### src/inc/arfc_map.vh
/*
 * Register map, field layout, reset values and filter codes of the converter
 * result filter control block.
 * Assumes it is included by bare name by every design file of the block.
 */
// How it works
// - writing the enable bit to one runs the filter on the chosen channel when the mode field is 00 or 11
// - enable at zero keeps the filter idle and forces the ready flag low
// - mode field 11 runs the filter as an averager
// - mode 00 oversamples; 10 is reserved and software must not write it
// - ratio code 011 sums 256 conversions; in mode 00 into a 16-bit 12.4 result, in mode 11 into a 12-bit average
`ifndef ARFC_MAP_VH
`define ARFC_MAP_VH

`define ARFC_AW           2
`define ARFC_DW           16
`define ARFC_SW           12
`define ARFC_ACW          20
`define ARFC_CW           9

`define ARFC_OFS_CTRL     2'h0
`define ARFC_OFS_RESULT   2'h1
`define ARFC_OFS_STATUS   2'h2
`define ARFC_OFS_MASK     2'h3

`define ARFC_CTRL_RESET   16'h0000
`define ARFC_BIT_EN       15
`define ARFC_MODE_HI      14
`define ARFC_MODE_LO      13
`define ARFC_RATIO_HI     12
`define ARFC_RATIO_LO     10
`define ARFC_BIT_IE       9
`define ARFC_BIT_RDY      8
`define ARFC_CHAN_HI      4
`define ARFC_CHAN_LO      0
`define ARFC_CTRL_WMASK   16'hFE1F

`define ARFC_MODE_OVS     2'h0
`define ARFC_MODE_AVG     2'h3
`define ARFC_RATIO_128    3'h7
`define ARFC_RATIO_256    3'h3
`define ARFC_LOG_128      4'h7
`define ARFC_LOG_256      4'h8
`define ARFC_FRAC_BITS    4'h4

`define ARFC_ST_DONE      0
`define ARFC_ST_OVR       1
`define ARFC_ST_W         2
`define ARFC_ST_RESET     2'h0

`endif

### src/design/arfc_top.v
/*
 * Control and result path of one converter result filter: control
 * register, filtered result register, ready flag and interrupt status.
 * Assumes converter results arrive on clk with a one-cycle valid strobe and
 * software uses a one-cycle read/write strobe port with read data a cycle
 * later.
 */
// Decided for this implementation: the address map and the address-and-strobe port.
`timescale 1ns/1ps
`include "arfc_map.vh"
module arfc_top (
    input  wire                     clk,
    input  wire                     rst_b,
    input  wire [`ARFC_AW-1:0]      reg_addr,
    input  wire [`ARFC_DW-1:0]      reg_wdata,
    input  wire                     reg_wr,
    input  wire                     reg_rd,
    output reg  [`ARFC_DW-1:0]      reg_rdata_ff,
    input  wire                     conv_valid,
    input  wire [4:0]               conv_channel,
    input  wire [`ARFC_SW-1:0]      conv_data,
    output reg                      result_ready_ff,
    output wire                     irq
);
    reg  [`ARFC_DW-1:0]  ctrl_ff;
    reg  [`ARFC_DW-1:0]  filtered_result_register_ff;
    reg  [`ARFC_ST_W-1:0] status_ff;
    reg  [`ARFC_ST_W-1:0] mask_ff;
    reg  [`ARFC_DW-1:0]  nxt_rdata;
    wire [`ARFC_ST_W-1:0] nxt_status;
    wire [`ARFC_ST_W-1:0] st_set;
    reg                  nxt_ready;
    wire                 filter_enable;
    wire [1:0]           filter_mode;
    wire [2:0]           oversample_ratio;
    wire                 filter_irq_enable;
    wire [4:0]           filter_channel_select;
    wire                 mode_legal;
    wire                 active;
    wire                 sample_en;
    wire                 cfg_write;
    wire [3:0]           log_n;
    wire [3:0]           shift;
    wire [`ARFC_ACW-1:0] sum;
    wire [`ARFC_ACW-1:0] shifted;
    wire                 done;
    wire                 rd_result;
    wire                 rd_status;

    // ratio code to log2 of the number of summed conversions
    function [3:0] ratio_log;
        input [2:0] code;
        begin
            case (code)
                `ARFC_RATIO_256: ratio_log = `ARFC_LOG_256;
                `ARFC_RATIO_128: ratio_log = `ARFC_LOG_128;
                // unclear codes run as 128x rather than guessing a format
                default:         ratio_log = `ARFC_LOG_128;
            endcase
        end
    endfunction

    function sel;
        input [`ARFC_AW-1:0] addr;
        input [`ARFC_AW-1:0] ofs;
        begin
            sel = (addr == ofs);
        end
    endfunction

    assign filter_enable         = ctrl_ff[`ARFC_BIT_EN];
    assign filter_mode           = ctrl_ff[`ARFC_MODE_HI:`ARFC_MODE_LO];
    assign oversample_ratio      = ctrl_ff[`ARFC_RATIO_HI:`ARFC_RATIO_LO];
    assign filter_irq_enable     = ctrl_ff[`ARFC_BIT_IE];
    assign filter_channel_select = ctrl_ff[`ARFC_CHAN_HI:`ARFC_CHAN_LO];

    // reserved mode 10 (and undefined 01) leave the filter idle
    assign mode_legal = (filter_mode == `ARFC_MODE_OVS) ||
                        (filter_mode == `ARFC_MODE_AVG);
    assign active     = filter_enable && mode_legal;
    assign sample_en  = active && conv_valid &&
                        (conv_channel == filter_channel_select);
    // reconfiguring mid-run would mix two settings in one sum
    assign cfg_write  = reg_wr && sel(reg_addr, `ARFC_OFS_CTRL);
    assign rd_result  = reg_rd && sel(reg_addr, `ARFC_OFS_RESULT);
    assign rd_status  = reg_rd && sel(reg_addr, `ARFC_OFS_STATUS);

    assign log_n = ratio_log(oversample_ratio);
    // averaging keeps 12 integer bits; oversampling keeps 4 fraction bits
    assign shift = (filter_mode == `ARFC_MODE_AVG) ? log_n :
                   (log_n - `ARFC_FRAC_BITS);
    assign shifted = sum >> shift;

    arfc_acc u_acc (
        .clk       (clk),
        .rst_b     (rst_b),
        .clr       (!active || cfg_write),
        .sample_en (sample_en),
        .sample    (conv_data),
        .log_n     (log_n),
        .sum_ff    (sum),
        .done_ff   (done)
    );

    always @(posedge clk) begin
        if (!rst_b) begin
            ctrl_ff <= `ARFC_CTRL_RESET;
            mask_ff <= `ARFC_ST_RESET;
        end else if (reg_wr) begin
            if (sel(reg_addr, `ARFC_OFS_CTRL)) begin
                ctrl_ff <= reg_wdata & `ARFC_CTRL_WMASK;
            end
            if (sel(reg_addr, `ARFC_OFS_MASK)) begin
                mask_ff <= reg_wdata[`ARFC_ST_W-1:0];
            end
        end
    end

    always @(posedge clk) begin
        if (!rst_b) begin
            filtered_result_register_ff <= {`ARFC_DW{1'b0}};
        end else if (done && active) begin
            filtered_result_register_ff <= shifted[`ARFC_DW-1:0];
        end
    end

    // read clears the flag, but a new result in the same cycle wins
    always @* begin
        nxt_ready = result_ready_ff;
        if (rd_result) begin
            nxt_ready = 1'b0;
        end
        if (done) begin
            nxt_ready = 1'b1;
        end
        if (!filter_enable) begin
            nxt_ready = 1'b0;
        end
        // a write that clears the enable drops the flag on the same edge
        if (cfg_write && !reg_wdata[`ARFC_BIT_EN]) begin
            nxt_ready = 1'b0;
        end
    end

    // irq enable gates the events, not the irq pin itself
    assign st_set[`ARFC_ST_DONE] = done && active && filter_irq_enable;
    // overrun: a fresh result lands while the previous one is still unread
    assign st_set[`ARFC_ST_OVR]  = done && active && filter_irq_enable &&
                                   result_ready_ff && !rd_result;

    // a set in the same cycle as the clearing read wins, so no event is lost
    genvar gi;
    generate
        for (gi = 0; gi < `ARFC_ST_W; gi = gi + 1) begin : g_status
            assign nxt_status[gi] = st_set[gi] | (status_ff[gi] & ~rd_status);
        end
    endgenerate

    always @(posedge clk) begin
        if (!rst_b) begin
            result_ready_ff <= 1'b0;
            status_ff       <= `ARFC_ST_RESET;
        end else begin
            result_ready_ff <= nxt_ready;
            status_ff       <= nxt_status;
        end
    end

    always @* begin
        nxt_rdata = {`ARFC_DW{1'b0}};
        case (reg_addr)
            `ARFC_OFS_CTRL: begin
                nxt_rdata = ctrl_ff;
                nxt_rdata[`ARFC_BIT_RDY] = result_ready_ff;
            end
            `ARFC_OFS_RESULT: nxt_rdata = filtered_result_register_ff;
            `ARFC_OFS_STATUS: nxt_rdata[`ARFC_ST_W-1:0] = status_ff;
            `ARFC_OFS_MASK:   nxt_rdata[`ARFC_ST_W-1:0] = mask_ff;
            default:          nxt_rdata = {`ARFC_DW{1'b0}};
        endcase
    end

    always @(posedge clk) begin
        if (!rst_b) begin
            reg_rdata_ff <= {`ARFC_DW{1'b0}};
        end else if (reg_rd) begin
            reg_rdata_ff <= nxt_rdata;
        end else begin
            reg_rdata_ff <= {`ARFC_DW{1'b0}};
        end
    end

    assign irq = |(status_ff & mask_ff);
endmodule

### src/design/arfc_acc.v
/*
 * Accumulator for the result filter: sums 2^log_n samples, then presents
 * the total from a register with a one-cycle done pulse.
 * Assumes samples arrive on the same clock; clr restarts a partial sum.
 */
`timescale 1ns/1ps
`include "arfc_map.vh"
module arfc_acc (
    input  wire                     clk,
    input  wire                     rst_b,
    input  wire                     clr,
    input  wire                     sample_en,
    input  wire [`ARFC_SW-1:0]      sample,
    input  wire [3:0]               log_n,
    output reg  [`ARFC_ACW-1:0]     sum_ff,
    output reg                      done_ff
);
    reg  [`ARFC_CW-1:0]  cnt_ff;
    reg  [`ARFC_ACW-1:0] acc_ff;
    wire [`ARFC_CW-1:0]  target;
    wire [`ARFC_CW-1:0]  nxt_cnt;
    wire [`ARFC_ACW-1:0] nxt_acc;
    wire                 last;

    assign target  = {{(`ARFC_CW-1){1'b0}}, 1'b1} << log_n;
    assign nxt_cnt = cnt_ff + {{(`ARFC_CW-1){1'b0}}, 1'b1};
    assign nxt_acc = acc_ff + {{(`ARFC_ACW-`ARFC_SW){1'b0}}, sample};
    assign last    = (nxt_cnt == target);

    always @(posedge clk) begin
        if (!rst_b || clr) begin
            cnt_ff  <= {`ARFC_CW{1'b0}};
            acc_ff  <= {`ARFC_ACW{1'b0}};
            done_ff <= 1'b0;
            if (!rst_b) begin
                sum_ff <= {`ARFC_ACW{1'b0}};
            end
        end else begin
            done_ff <= 1'b0;
            if (sample_en) begin
                if (last) begin
                    sum_ff  <= nxt_acc;
                    acc_ff  <= {`ARFC_ACW{1'b0}};
                    cnt_ff  <= {`ARFC_CW{1'b0}};
                    done_ff <= 1'b1;
                end else begin
                    acc_ff <= nxt_acc;
                    cnt_ff <= nxt_cnt;
                end
            end
        end
    end
endmodule

### config.mk
export PLATFORM = sky130hd
export DESIGN_NAME = arfc_top
export DESIGN_NICKNAME = d
export VERILOG_FILES = /design/src/design/arfc_top.v /design/src/design/arfc_acc.v
export VERILOG_INCLUDE_DIRS = /design/src /design/src/inc
export SDC_FILE = /design/constraint.sdc
export NUM_CORES = 1
export LEC_CHECK = 0
export ABC_AREA = 1
export BUFFER_PORTS_ARGS = -buffer_cell sky130_fd_sc_hd__buf_2
export CAP_MARGIN = 30
export CORE_ASPECT_RATIO = 1.4
export CORE_MARGIN = 2
export CORE_UTILIZATION = 59
export DETAILED_ROUTE_END_ITERATION = 16
export PLACE_DENSITY = 0.87
export SYNTH_ARGS = -nofsm -noshare
export SYNTH_HDL_FRONTEND = slang
export SYNTH_SLANG_ARGS = --single-unit
export TNS_END_PERCENT = 10
### constraint.sdc
create_clock -name clk -period 4.47 [get_ports clk]
set_clock_uncertainty 0.15 [all_clocks]
set_input_delay 0.894 -clock clk [delete_from_list [all_inputs] [get_ports clk]]
set_output_delay 0.894 -clock clk [all_outputs]
set_load 0.02 [all_outputs]
Yosys cells after proc, flatten, opt, wreduce, memory -nomap -nowiden
Cells that the tools add are included.
{ "classes": {"n_addsub": 3, "n_eq_ne": 8, "shift": 2, "n_mux": 13, "bitwise": 9, "reduce_logical": 30} }
{ "ops": {"columns": ["op", "count"], "rows": [
  ["$mux 20", 5],
  ["$pmux 14 s2", 1],
  ["$add 20x12->20", 1],
  ["$shr 20x4->16", 1],
  ["$logic_and 1x1->1", 11],
  ["$add 9x1->9 const B", 1],
  ["$eq 9x9->1", 1],
  ["$mux 9", 1],
  ["$shl 1x4->9 const A", 1],
  ["$mux 4", 2],
  ["$pmux 2 s4", 1],
  ["$eq 2x2->1 const B", 3],
  ["$reduce_and 2->1", 3],
  ["$reduce_bool 2->1", 3],
  ["$eq 5x5->1", 1],
  ["$logic_not 1->1", 4],
  ["$logic_not 2->1", 2],
  ["$not 1->1", 4],
  ["$reduce_or 2->1", 2],
  ["$sub 4x3->4 const B", 1],
  ["$eq 3x2->1 const B", 1],
  ["$logic_or 1x1->1", 3],
  ["$mux 1", 3],
  ["$reduce_and 3->1", 1],
  ["6 further kinds", 8]
]} }
{ "totals": {"regBits": 99, "inputBits": 40, "wordCells": 75} }

Logic depth before layout (Yosys ltp)
Gate-level depths: netlist of the first run.
{ "depth": {"word_depth": 8, "mapped_depth": 14} }

Cells and area by module
From an unflattened synthesis of the first run, not the netlist that was laid out.
{ "unflattened": {"hier_cells": 798, "area_unflattened_um2": 5531.6} }
{ "by_module_without_submodules": {"columns": ["module", "instances", "cells_per_inst", "area_each_um2"], "rows": [
  ["arfc_acc", 1, 464, 3179.3],
  ["arfc_top", 1, 334, 2352.3]
]} }

Worst setup path before layout of the first run
OpenSTA, ideal clock, no wires.
{ "synth_path": {"kind": "input port to flip-flop", "startpoint": "input port conv_channel[1]", "endpoint": "register u_acc.sum_ff[0], enable pin", "setup_time_ps": 428, "t_arrival_ps": 3170, "t_required_ps": 3892, "setup_slack_ps": 721, "cell_stages": 6, "path_cell_list": "inv_1 nor2_1 or2_2 nor3_1 nand3_1 o31ai_1"} }
{ "synth_via": {"elab_chain_len": 4} }
{ "synth_lines": {"columns": ["element", "line_no", "text"], "rows": [
  ["start, declared", "arfc_top.v:20", "input wire [4:0] conv_channel,"],
  ["$eq 5x5->1", "arfc_top.v:82", "(conv_channel == filter_channel_select);"],
  ["$logic_and 1x1->1", "arfc_top.v:81", "assign sample_en = active && conv_valid &&"],
  ["$reduce_bool 2->1 (no line)", null, null],
  ["$reduce_and 3->1 (no line)", null, null],
  ["end signal, assigned", "arfc_acc.v:36", "sum_ff <= {`ARFC_ACW{1'b0}};"],
  ["end signal, assigned", "arfc_acc.v:42", "sum_ff <= nxt_acc;"],
  ["end, declared", "arfc_acc.v:15", "output reg [`ARFC_ACW-1:0] sum_ff,"]
]} }
No other way between the ends.
A chain may end at the register's enable or synchronous reset.

Final worst setup path of the first run
{ "layout_path": {"startpoint": "register ctrl_ff[12]", "endpoint": "register filtered_result_register_ff[0]"} }
{ "layout_via": {"elab_chain_len": 5} }
{ "layout_lines": {"columns": ["element", "line_no", "text"], "rows": [
  ["start, declared", "arfc_top.v:25", "reg [`ARFC_DW-1:0] ctrl_ff;"],
  ["start signal, assigned", "arfc_top.v:107", "ctrl_ff <= `ARFC_CTRL_RESET;"],
  ["start signal, assigned", "arfc_top.v:111", "ctrl_ff <= reg_wdata & `ARFC_CTRL_WMASK;"],
  ["$eq 3x2->1 *", "arfc_top.v:54", "case (code)"],
  ["$mux 4 *", "arfc_top.v:54", null],
  ["$sub 4x3->4 (no line)", null, null],
  ["$mux 4 *", "arfc_top.v:90", "assign shift = (filter_mode == `ARFC_MODE_AVG) ? log_n :"],
  ["$shr 20x4->16 *", "arfc_top.v:92", "assign shifted = sum >> shift;"],
  ["end signal, assigned", "arfc_top.v:121", "filtered_result_register_ff <= {`ARFC_DW{1'b0}};"],
  ["end signal, assigned", "arfc_top.v:123", "filtered_result_register_ff <= shifted[`ARFC_DW-1:0];"],
  ["end, declared", "arfc_top.v:26", "reg [`ARFC_DW-1:0] filtered_result_register_ff;"]
]} }
Every way passes the cells marked *; elsewhere a longest branch is shown, timed or not.

==> metrics.md, run 1 <==
| Metric | Value |
|---|---|
| CTS tree | yes |
| Crit path time final | ~3.3 ns |
| Worst-margin pin slew | 0.987 ns |
| Mapped cell area | 5320 um^2 |
| Layout Cells excl Fill | 917 |
| Largest stage delay, worst path | 0.74 ns |
| Setup repair bufs after CTS | 0 |
| Initial antenna violation count | 0 |
| Placed cells | between 900 and 1000 |
| Via density | around 5.7 |
| Layout cells sized above 1 | a little under an eighth |
| Total die area | 9800 um^2 |
| Largest net degree at the start of global routing | 33 |
| DRT Pass-1 Iters | 5 |
| WL/cell | 14.0 um |
| Pwr Density | 303 nW/um^2 |
| Row count | 41 |
| Core area | 8870 um^2 |
| Root Buffer | clkbuf_16 |
| Commonest non-fill, non-tap cell in the layout | nand2_1 |
| Worst hold path class | reg -> reg |
| Gate Count Post-Synth | 762 |
| Synth Warn # | 0 |
| Setup TNS | 0 ns |
| Die height | 116 um |
| Worst path buffer plus inverter count | 4 |
| Crit. End Element | flip-flop |
| Avg Synthesized Cell Area | about 7.0 um^2 |
| Vias in the first global route | a little under 5000 |
| Final Hold Fails | 0 |
| Reg clk slew, reported paths | ~0.07 ns |
| Worst vdd ir | ~0.29 mV |
| Chip width | roughly 84 um |
| Seq/Total Area, Yosys | 41.0% |
| Ys async rst share | 0% |
| Reg power frac | 52.1% |
| Fin. max-slew vios | 0 |
| GRT overflow | 0 |
| I/O Pins | between 50 and 60 |
| Crit path kind | reg -> reg |
| Switch Pwr | 0.000423 W |
| Gate power share | 6.4% |
| Internal power | roughly 0.0014 W |
| Status | completed |
| Critical path, cell by cell | inv_1 > nand3_2 > clkinv_1 > ha_1 > inv_1 > o211ai_1 > nand3_1 > nand2_1 > inv_1 |
| GRT Overall Usage | 26.7% |
| Clock H-tree levels | 3 |
| Hold Slack | ~0.29 ns |
| Starting Density | 59.9% |
| Vias | 5188 |
| DRT iter0 DRCs | 246 |
| Number of synthesized flops with an enable pin | 20 |
| Ys flop type | dfxtp_1 |
| #FFs+latches synth | 99 |
| Final ANT Viol Nets | 0 |
| Max-slew headroom | 34.0% |
| DR DRC count | 0 |
| Crit-path slowest cell | ha_1 |
| Yosys cell types | 45 |
| Post-DP HPWL | 9680 um |
| Switch share | 23.6% |
| Worst-skew pair later-pin latency | 0.35 ns |
| Cell family with most CP delay | buffers and inverters |
| Total power | between 0.0015 and 0.002 W |
| Clock power share | about two fifths |
| Routed WL | about 13000 um |
| Num CTS Buffers | 9 |
| Synth Net Count | approximately 820 |
| Fmax | between 0.3 and 0.4 GHz |
| RSZ-0062 raised after global routing | false |
| LEAKAGE | between 2 and 3 nW |
| First-pass GRT wire length | roughly 21000 um |
| Clock Path Buffers | 2 |
| Critical path's most frequent cell | inv_1 |
| Count of buffers from port buffering | 53 |
| Startpoint types | flip-flop |
| Final RePlAce weighted congestion | 0.884 |
| Max-Cap Viols | 0 |
| Sink Count | 99 |
| Commonest non-fill, non-tap cells in the layout | nand2_1 (242), inv_1 (82), dfxtp_1 (79) |
| Layout area overhead | 11.3% |
| Post-CTS Hold Buffers | 0 |
| Worst Path Required | around 4.6 ns |
| Worst Path Max Fanout | 26 |
| Post-CTS sizing | 0 |
| Nets | 861 |
| Arr. time, crit path | 3.39 ns |
| Final count of negative-setup-slack endpoints | 0 |
| Fin crit share | 73.5% |
| Ant diodes | 0 |
==> per-layer routing <==
layer / routed length [um] / vias to the layer above / track usage (%)
met5: 0 / - / 0
met4: 728 / 0 / 18.5
met3: 643 / 60 / 5.37
met2: 6490 / 202 / 47.1
met1: 4960 / 2358 / 28.7
li1: - / 2568 / -
==> through the flow <==
| stage | setup WS [ns] | util (%) | area [um^2] |
|---|---|---|---|
| floorplan | 0.721 | - | 5320 |
| global placement | 1.05 | 63.5 | 5630 |
| detailed placement | 0.978 | 63.5 | 5630 |
| CTS | 1.24 | 66.7 | 5920 |
| global route | 0.855 | 66.7 | 5920 |
| finish | 1.18 | 66.7 | 5920 |
==> area by class of cell <==
| cell class | instances | area [um^2] |
|---|---|---|
| tap | 107 | 134 |
| timing repair buffer | 56 | 288 |
| multi-input combinational | 552 | 2700 |
| clock buffer | 11 | 253 |
| clock inverter | 5 | 35.0 |
| fill | 773 | 2950 |
| inverter | 87 | 327 |
| sequential | 99 | 2180 |
==> power by group through the flow <==
stage	Clock, W	Combinational [W]	Sequential [W]
5_1_grt	0.000790	0.000128	0.000936
2_1_floorplan	0	0.0000754	0.000953
3_5_place_dp	0	0.000112	0.000955
3_3_place_gp	0	0.000108	0.000954
4_1_cts	0.000748	0.000113	0.000935
6_report	0.000747	0.000114	0.000935
==> worst paths after layout <==
path / start / to / slack, ns / cells past startpoint
worst max-delay path: ctrl_ff[12] / filtered_result_register_ff[0] / 1.18 / 9
worst min-delay path: filtered_result_register_ff[6] / reg_rdata_ff[6] / 0.29 / 2
worst max register to register: ctrl_ff[12] / filtered_result_register_ff[0] / 1.18 / 9
worst min register to register: filtered_result_register_ff[6] / reg_rdata_ff[6] / 0.29 / 2
==> cells by family after synthesis <==
logic type | Yosys count | share of synthesized area, %
buf+inv | 111 | 8.26
fa+ha+maj | 16 | 3.90
mux | 1 | 0.188
compound gates | 140 | 14.8
flops | 99 | 41.0
simple gates | 384 | 30.0
xor+xnor | 11 | 1.81
==> worst register-to-register path, delay by kind of cell (launching register included) <==
kind | cells | cell delay [ns]
AO/OA/AOI/OAI | 1 | 0.41
AND/OR/NAND/NOR | 3 | 0.52
adder cells (fa/ha/maj) | 1 | 0.74
flip-flops | 1 | 0.34
buffers and inverters | 4 | 1.02
==> synth_stat cells, types with 4 or more instances <==
library cell	count	area (um^2)
a21oi_1	67	335
buf_2	9	45.0
clkbuf_1	12	45.0
dfxtp_1	79	1580
edfxtp_1	20	601
ha_1	15	188
inv_1	82	308
inv_2	4	15.0
nand2_1	242	908
nand3_1	49	245
nand3b_1	4	30.0
nor2_1	61	229
nor2_2	4	25.0
nor3_1	13	65.1
o211ai_1	12	90.1
o21ai_0	44	220
xor2_1	9	78.8
==> sequential cells by signal (all words and copies together), names as in the netlist <==
register                     count
u_acc.acc_ff                    20
u_acc.sum_ff                    20
filtered_result_register_ff     16
reg_rdata_ff                    16
ctrl_ff                         12
u_acc.cnt_ff                     9
mask_ff                          2
status_ff                        2
result_ready_ff                  1
u_acc.done_ff                    1
No activity file was read; power rests on OpenSTA's default activity.
==> run 2: changes to the inputs <==
- clock period: 4.47 -> 3.2 ns (I/O delays scaled with it)
==> metrics.md, run 2 (same netlist as run 1, synthesis figures left out) <==
| Metric | Value |
|---|---|
| Startpoint types | flip-flop |
| Initial antenna violation count | 0 |
| Final RePlAce weighted congestion | a little under 1 |
| Core area | just under 9000 um^2 |
| Max-slew headroom | approximately 63% |
| Fin crit share | 78.9% |
| Largest net degree at the start of global routing | 30 |
| Count of buffers from port buffering | 53 |
| Starting Density | 59.9% |
| Num CTS Buffers | 9 |
| Layout area overhead | 12.4% |
| Setup TNS | 0 ns |
| Post-CTS Hold Buffers | 0 |
| Hold Slack | 0.305 ns |
| Chip width | 84.2 um |
| GRT Overall Usage | between 20% and 30% |
| Fin. max-slew vios | 0 |
| DRT Pass-1 Iters | 5 |
| Status | completed |
| Post-DP HPWL | 9540 um |
| Vias | 5236 |
| Root Buffer | clkbuf_16 |
| I/O Pins | 58 |
| Worst Path Max Fanout | 20 |
| WL/cell | 14.1 um |
| GRT overflow | 0 |
| Commonest non-fill, non-tap cells in the layout | nand2_1 (242), inv_1 (82), dfxtp_1 (79) |
| Nets | 869 |
| Row count | 41 |
| Commonest non-fill, non-tap cell in the layout | nand2_1 |
| Post-CTS sizing | 0 |
| RSZ-0062 raised after global routing | false |
| Vias in the first global route | 4887 |
| DR DRC count | 0 |
| Clock H-tree levels | 3 |
| Clock Path Buffers | 2 |
| Final ANT Viol Nets | 0 |
| Die height | between 100 and 150 um |
| First-pass GRT wire length | 21700 um |
| Crit. End Element | flip-flop |
| Layout cells sized above 1 | roughly 12% |
| Routed WL | 13000 um |
| Max-Cap Viols | 0 |
| Worst-margin pin slew | 0.557 ns |
| Arr. time, crit path | 2.41 ns |
| Sink Count | 99 |
| Reg clk slew, reported paths | 0.07 ns |
| DRT iter0 DRCs | roughly 300 |
| Worst Path Required | 3.09 ns |
| Ant diodes | 0 |
| Worst-skew pair later-pin latency | 0.35 ns |
| Crit path kind | reg -> reg |
| Final count of negative-setup-slack endpoints | 0 |
| Pwr Density | 419 nW/um^2 |
| Fmax | between 0.3 and 0.4 GHz |
| Setup repair bufs after CTS | 0 |
| Top Registers | u_acc.acc_ff: 20 flops, u_acc.sum_ff: 20 flops |
| Total die area | 9800 um^2 |
| Worst hold path class | reg -> reg |
| CTS tree | yes |
| Final Hold Fails | 0 |
| LEAKAGE | 2.67 nW |
| Crit path time final | 2.52 ns |
| Via density | approximately 5.7 |
| Worst vdd ir | between 0.6 and 0.7 mV |
-- run 2: cell count changes in the layout (fill, tap and decap cells not counted) --
cell | previous run | this run
clkinv_4 | 0 | 1
inv_6 | 2 | 1
buf_4 | 3 | 11
-- run 2: path summary, 6_finish.rpt --
kind	from	endpoint	slack, ns	cells after the start
worst min-delay path	filtered_result_register_ff[6]	reg_rdata_ff[6]	0.31	2
worst min register to register	filtered_result_register_ff[6]	reg_rdata_ff[6]	0.31	2
worst max register to register	u_acc.cnt_ff[1]	u_acc.sum_ff[5]	0.68	10
worst max-delay path	u_acc.cnt_ff[1]	u_acc.sum_ff[5]	0.68	10
-- run 2: worst max-delay path, stage by stage, from the launching register on --
cell     delay, ns
dfxtp_1       0.39
ha_1          0.21
nand3_1       0.15
nor2_1        0.13
nand2_1       0.10
nand2_1       0.10
nand2_1       0.06
nor2_1        0.30
nand2_1       0.14
o31ai_2       0.19
buf_4         0.29
-- run 2: final cells by class --
type | count | area (um^2)
fillers | 744 | 2890
multi-input cells | 552 | 2700
flip-flops and latches | 99 | 2180
repair buffers | 64 | 348
inverters | 87 | 327
clock buffers | 11 | 253
well taps | 107 | 134
clock inverters | 5 | 35.0
-- run 2: stage by stage --
step	utilization (%)	area, um^2	setup slack (ns)	total power (W)	std cells
detailed placement	64.1	5690	0.551	0.00149	909
global placement	64.1	5690	0.614	0.00149	909
global route	67.4	5980	0.510	0.00260	925
floorplan	-	5320	0.312	0.00144	762
CTS	67.4	5980	0.697	0.00252	925
finish	67.4	5980	0.676	0.00251	925
-- run 2: per-layer routing --
metal | track usage [%] | vias up | share of wire [%]
li1 | - | 2580 | -
met1 | 29.5 | 2422 | 37
met2 | 50.9 | 187 | 54
met3 | 4.31 | 47 | 5.3
met4 | 15.3 | 0 | 4.1
met5 | 0 | - | 0
-- run 2: power breakdown --
part           total (W)  switching, W  internal, W
clock network    0.00104      0.000468     0.000571
logic           0.000163      0.000107    0.0000564
registers        0.00131     0.0000143      0.00129
total            0.00251      0.000589      0.00192
==> run 3: changes to the inputs <==
- CORE_UTILIZATION: 59 -> 53
- PLACE_DENSITY: 0.87 -> 0.83
- clock period: 3.2 -> 2.25 ns (I/O delays scaled with it)
==> metrics.md, run 3 (same netlist as run 1, synthesis figures left out) <==
| Metric | Value |
|---|---|
| Status | completed |
| Worst-skew pair later-pin latency | 0.35 ns |
| CTS tree | yes |
| Post-DP HPWL | 9530 um |
| WL/cell | around 13 um |
| GRT overflow | 0 |
| Vias in the first global route | 4625 |
| Final RePlAce weighted congestion | 0.983 |
| Total power | 0.00363 W |
| Largest net degree at the start of global routing | 29 |
| Fin crit share | 94.7% |
| Core area | 9850 um^2 |
| LEAKAGE | between 2 and 3 nW |
| DRT iter0 DRCs | 235 |
| DR DRC count | 0 |
| Clock Path Buffers | 2 |
| Pre-CTS WS | -0.0466 ns |
| Commonest non-fill, non-tap cells in the layout | nand2_1 (239), inv_1 (82), dfxtp_1 (76) |
| Filler Cell Count | ~880 |
| Worst Path Max Fanout | 10 |
| Via density | 5.18 |
| I/O Pins | 58 |
| Nets | 889 |
| Worst-margin pin slew | 0.543 ns |
| Routed WL | 12600 um |
| Layout area overhead | 17.9% |
| Commonest non-fill, non-tap cell in the layout | nand2_1 |
| Fin. max-slew vios | 0 |
| RSZ-0062 raised after global routing | false |
| Initial antenna violation count | 0 |
| Starting Density | roughly 54% |
| Worst vdd ir | 0.354 mV |
| Pwr Density | approximately 580 nW/um^2 |
| Final Hold Fails | 0 |
| Die height | approximately 120 um |
| Worst Path Required | 2.17 ns |
| Layout cells sized above 1 | 15.8% |
| DRT Pass-1 Iters | 5 |
| Sink Count | 99 |
| Num CTS Buffers | 9 |
| Reg clk slew, reported paths | 0.07 ns |
| Crit path kind | reg -> reg |
| Max-slew headroom | between 60% and 70% |
| Total die area | 10900 um^2 |
| Count of buffers from port buffering | 53 |
| Arr. time, crit path | 2.05 ns |
| Worst hold path class | in -> reg |
| GRT Overall Usage | roughly 25% |
| Crit. End Element | flip-flop |
| Final ANT Viol Nets | 0 |
| First-pass GRT wire length | ~21000 um |
| Row count | 43 |
| Chip width | around 89 um |
| Worst setup margin | 0.119 ns |
| Clock H-tree levels | 3 |
| Vias | 5039 |
| Post-CTS Hold Buffers | 0 |
| Setup TNS | 0 ns |
| Top Registers | u_acc.acc_ff: 20 flops, u_acc.sum_ff: 20 flops |
| Max-Cap Viols | 0 |
| Startpoint types | flip-flop |
| Ant diodes | 0 |
| Root Buffer | clkbuf_16 |
| Crit path time final | 2.13 ns |
| Fmax | 0.469 GHz |
| Final count of negative-setup-slack endpoints | 0 |
run 3: cell types whose count changed in the layout (fill, tap and decap cells not counted), sizes merged:
cell / delta
buf: +19
clkinvlp: -1
clkinv: -2
inv: +3
run 3: critical path: stages, from the launching register on:
cell,delay (ns)
dfxtp_4,0.37
ha_4,0.15
nand3_2,0.11
nor2_1,0.10
nand2_1,0.07
nand2_1,0.08
nand2_2,0.07
nor2_4,0.17
nand2_2,0.09
o31ai_4,0.16
buf_4,0.18
buf_12,0.13
run 3: through the flow:
stage,hold WS [ns],area (um^2),cells,util [%]
after floorplan,0.267,5380,762,-
after global placement,0.276,5920,954,60.1
after detailed placement,0.277,5920,954,60.1
after CTS,0.208,6210,969,63.1
after global routing,0.227,6270,972,63.7
final,0.212,6270,972,63.7
run 3: where the power goes:
group,switching [W],internal (W),leakage (nW)
combinational,0.000158,0.0000976,1.80
clock,0.000689,0.000825,0.147
sequential,0.0000193,0.00184,0.841
run 3: routing by layer:
layer	GRT usage, %	up-vias	part of all wire, %
li1	-	2623	-
met1	28.6	2280	40
met2	43.9	112	53
met3	3.50	24	3.7
met4	10.6	0	2.8
met5	0	-	0
run 3: worst paths after layout:
path,start,to,slack (ns),depth (start not counted)
max,u_acc.cnt_ff[1],u_acc.sum_ff[8],0.12,11
min reg2reg,filtered_result_register_ff[6],reg_rdata_ff[6],0.29,2
min,reg_wdata[9],ctrl_ff[9],0.21,3
max reg2reg,u_acc.cnt_ff[1],u_acc.sum_ff[8],0.12,11
run 3: repair_timing:
item,in CTS,in global routing
endpoints found under the setup margin,0,35
gates resized for setup,0,6
buffers inserted,0,1
run 3: cell type report:
class	instances	area (um^2)	share of cell area, %
Clock buffer	10	250	3.99
Sequential cell	99	2190	34.9
Clock inverter	5	40.0	0.638
Multi-Input combinational cell	552	2760	44.1
Timing Repair Buffer	84	536	8.54
Tap cell	135	169	2.69
Inverter	87	327	5.21
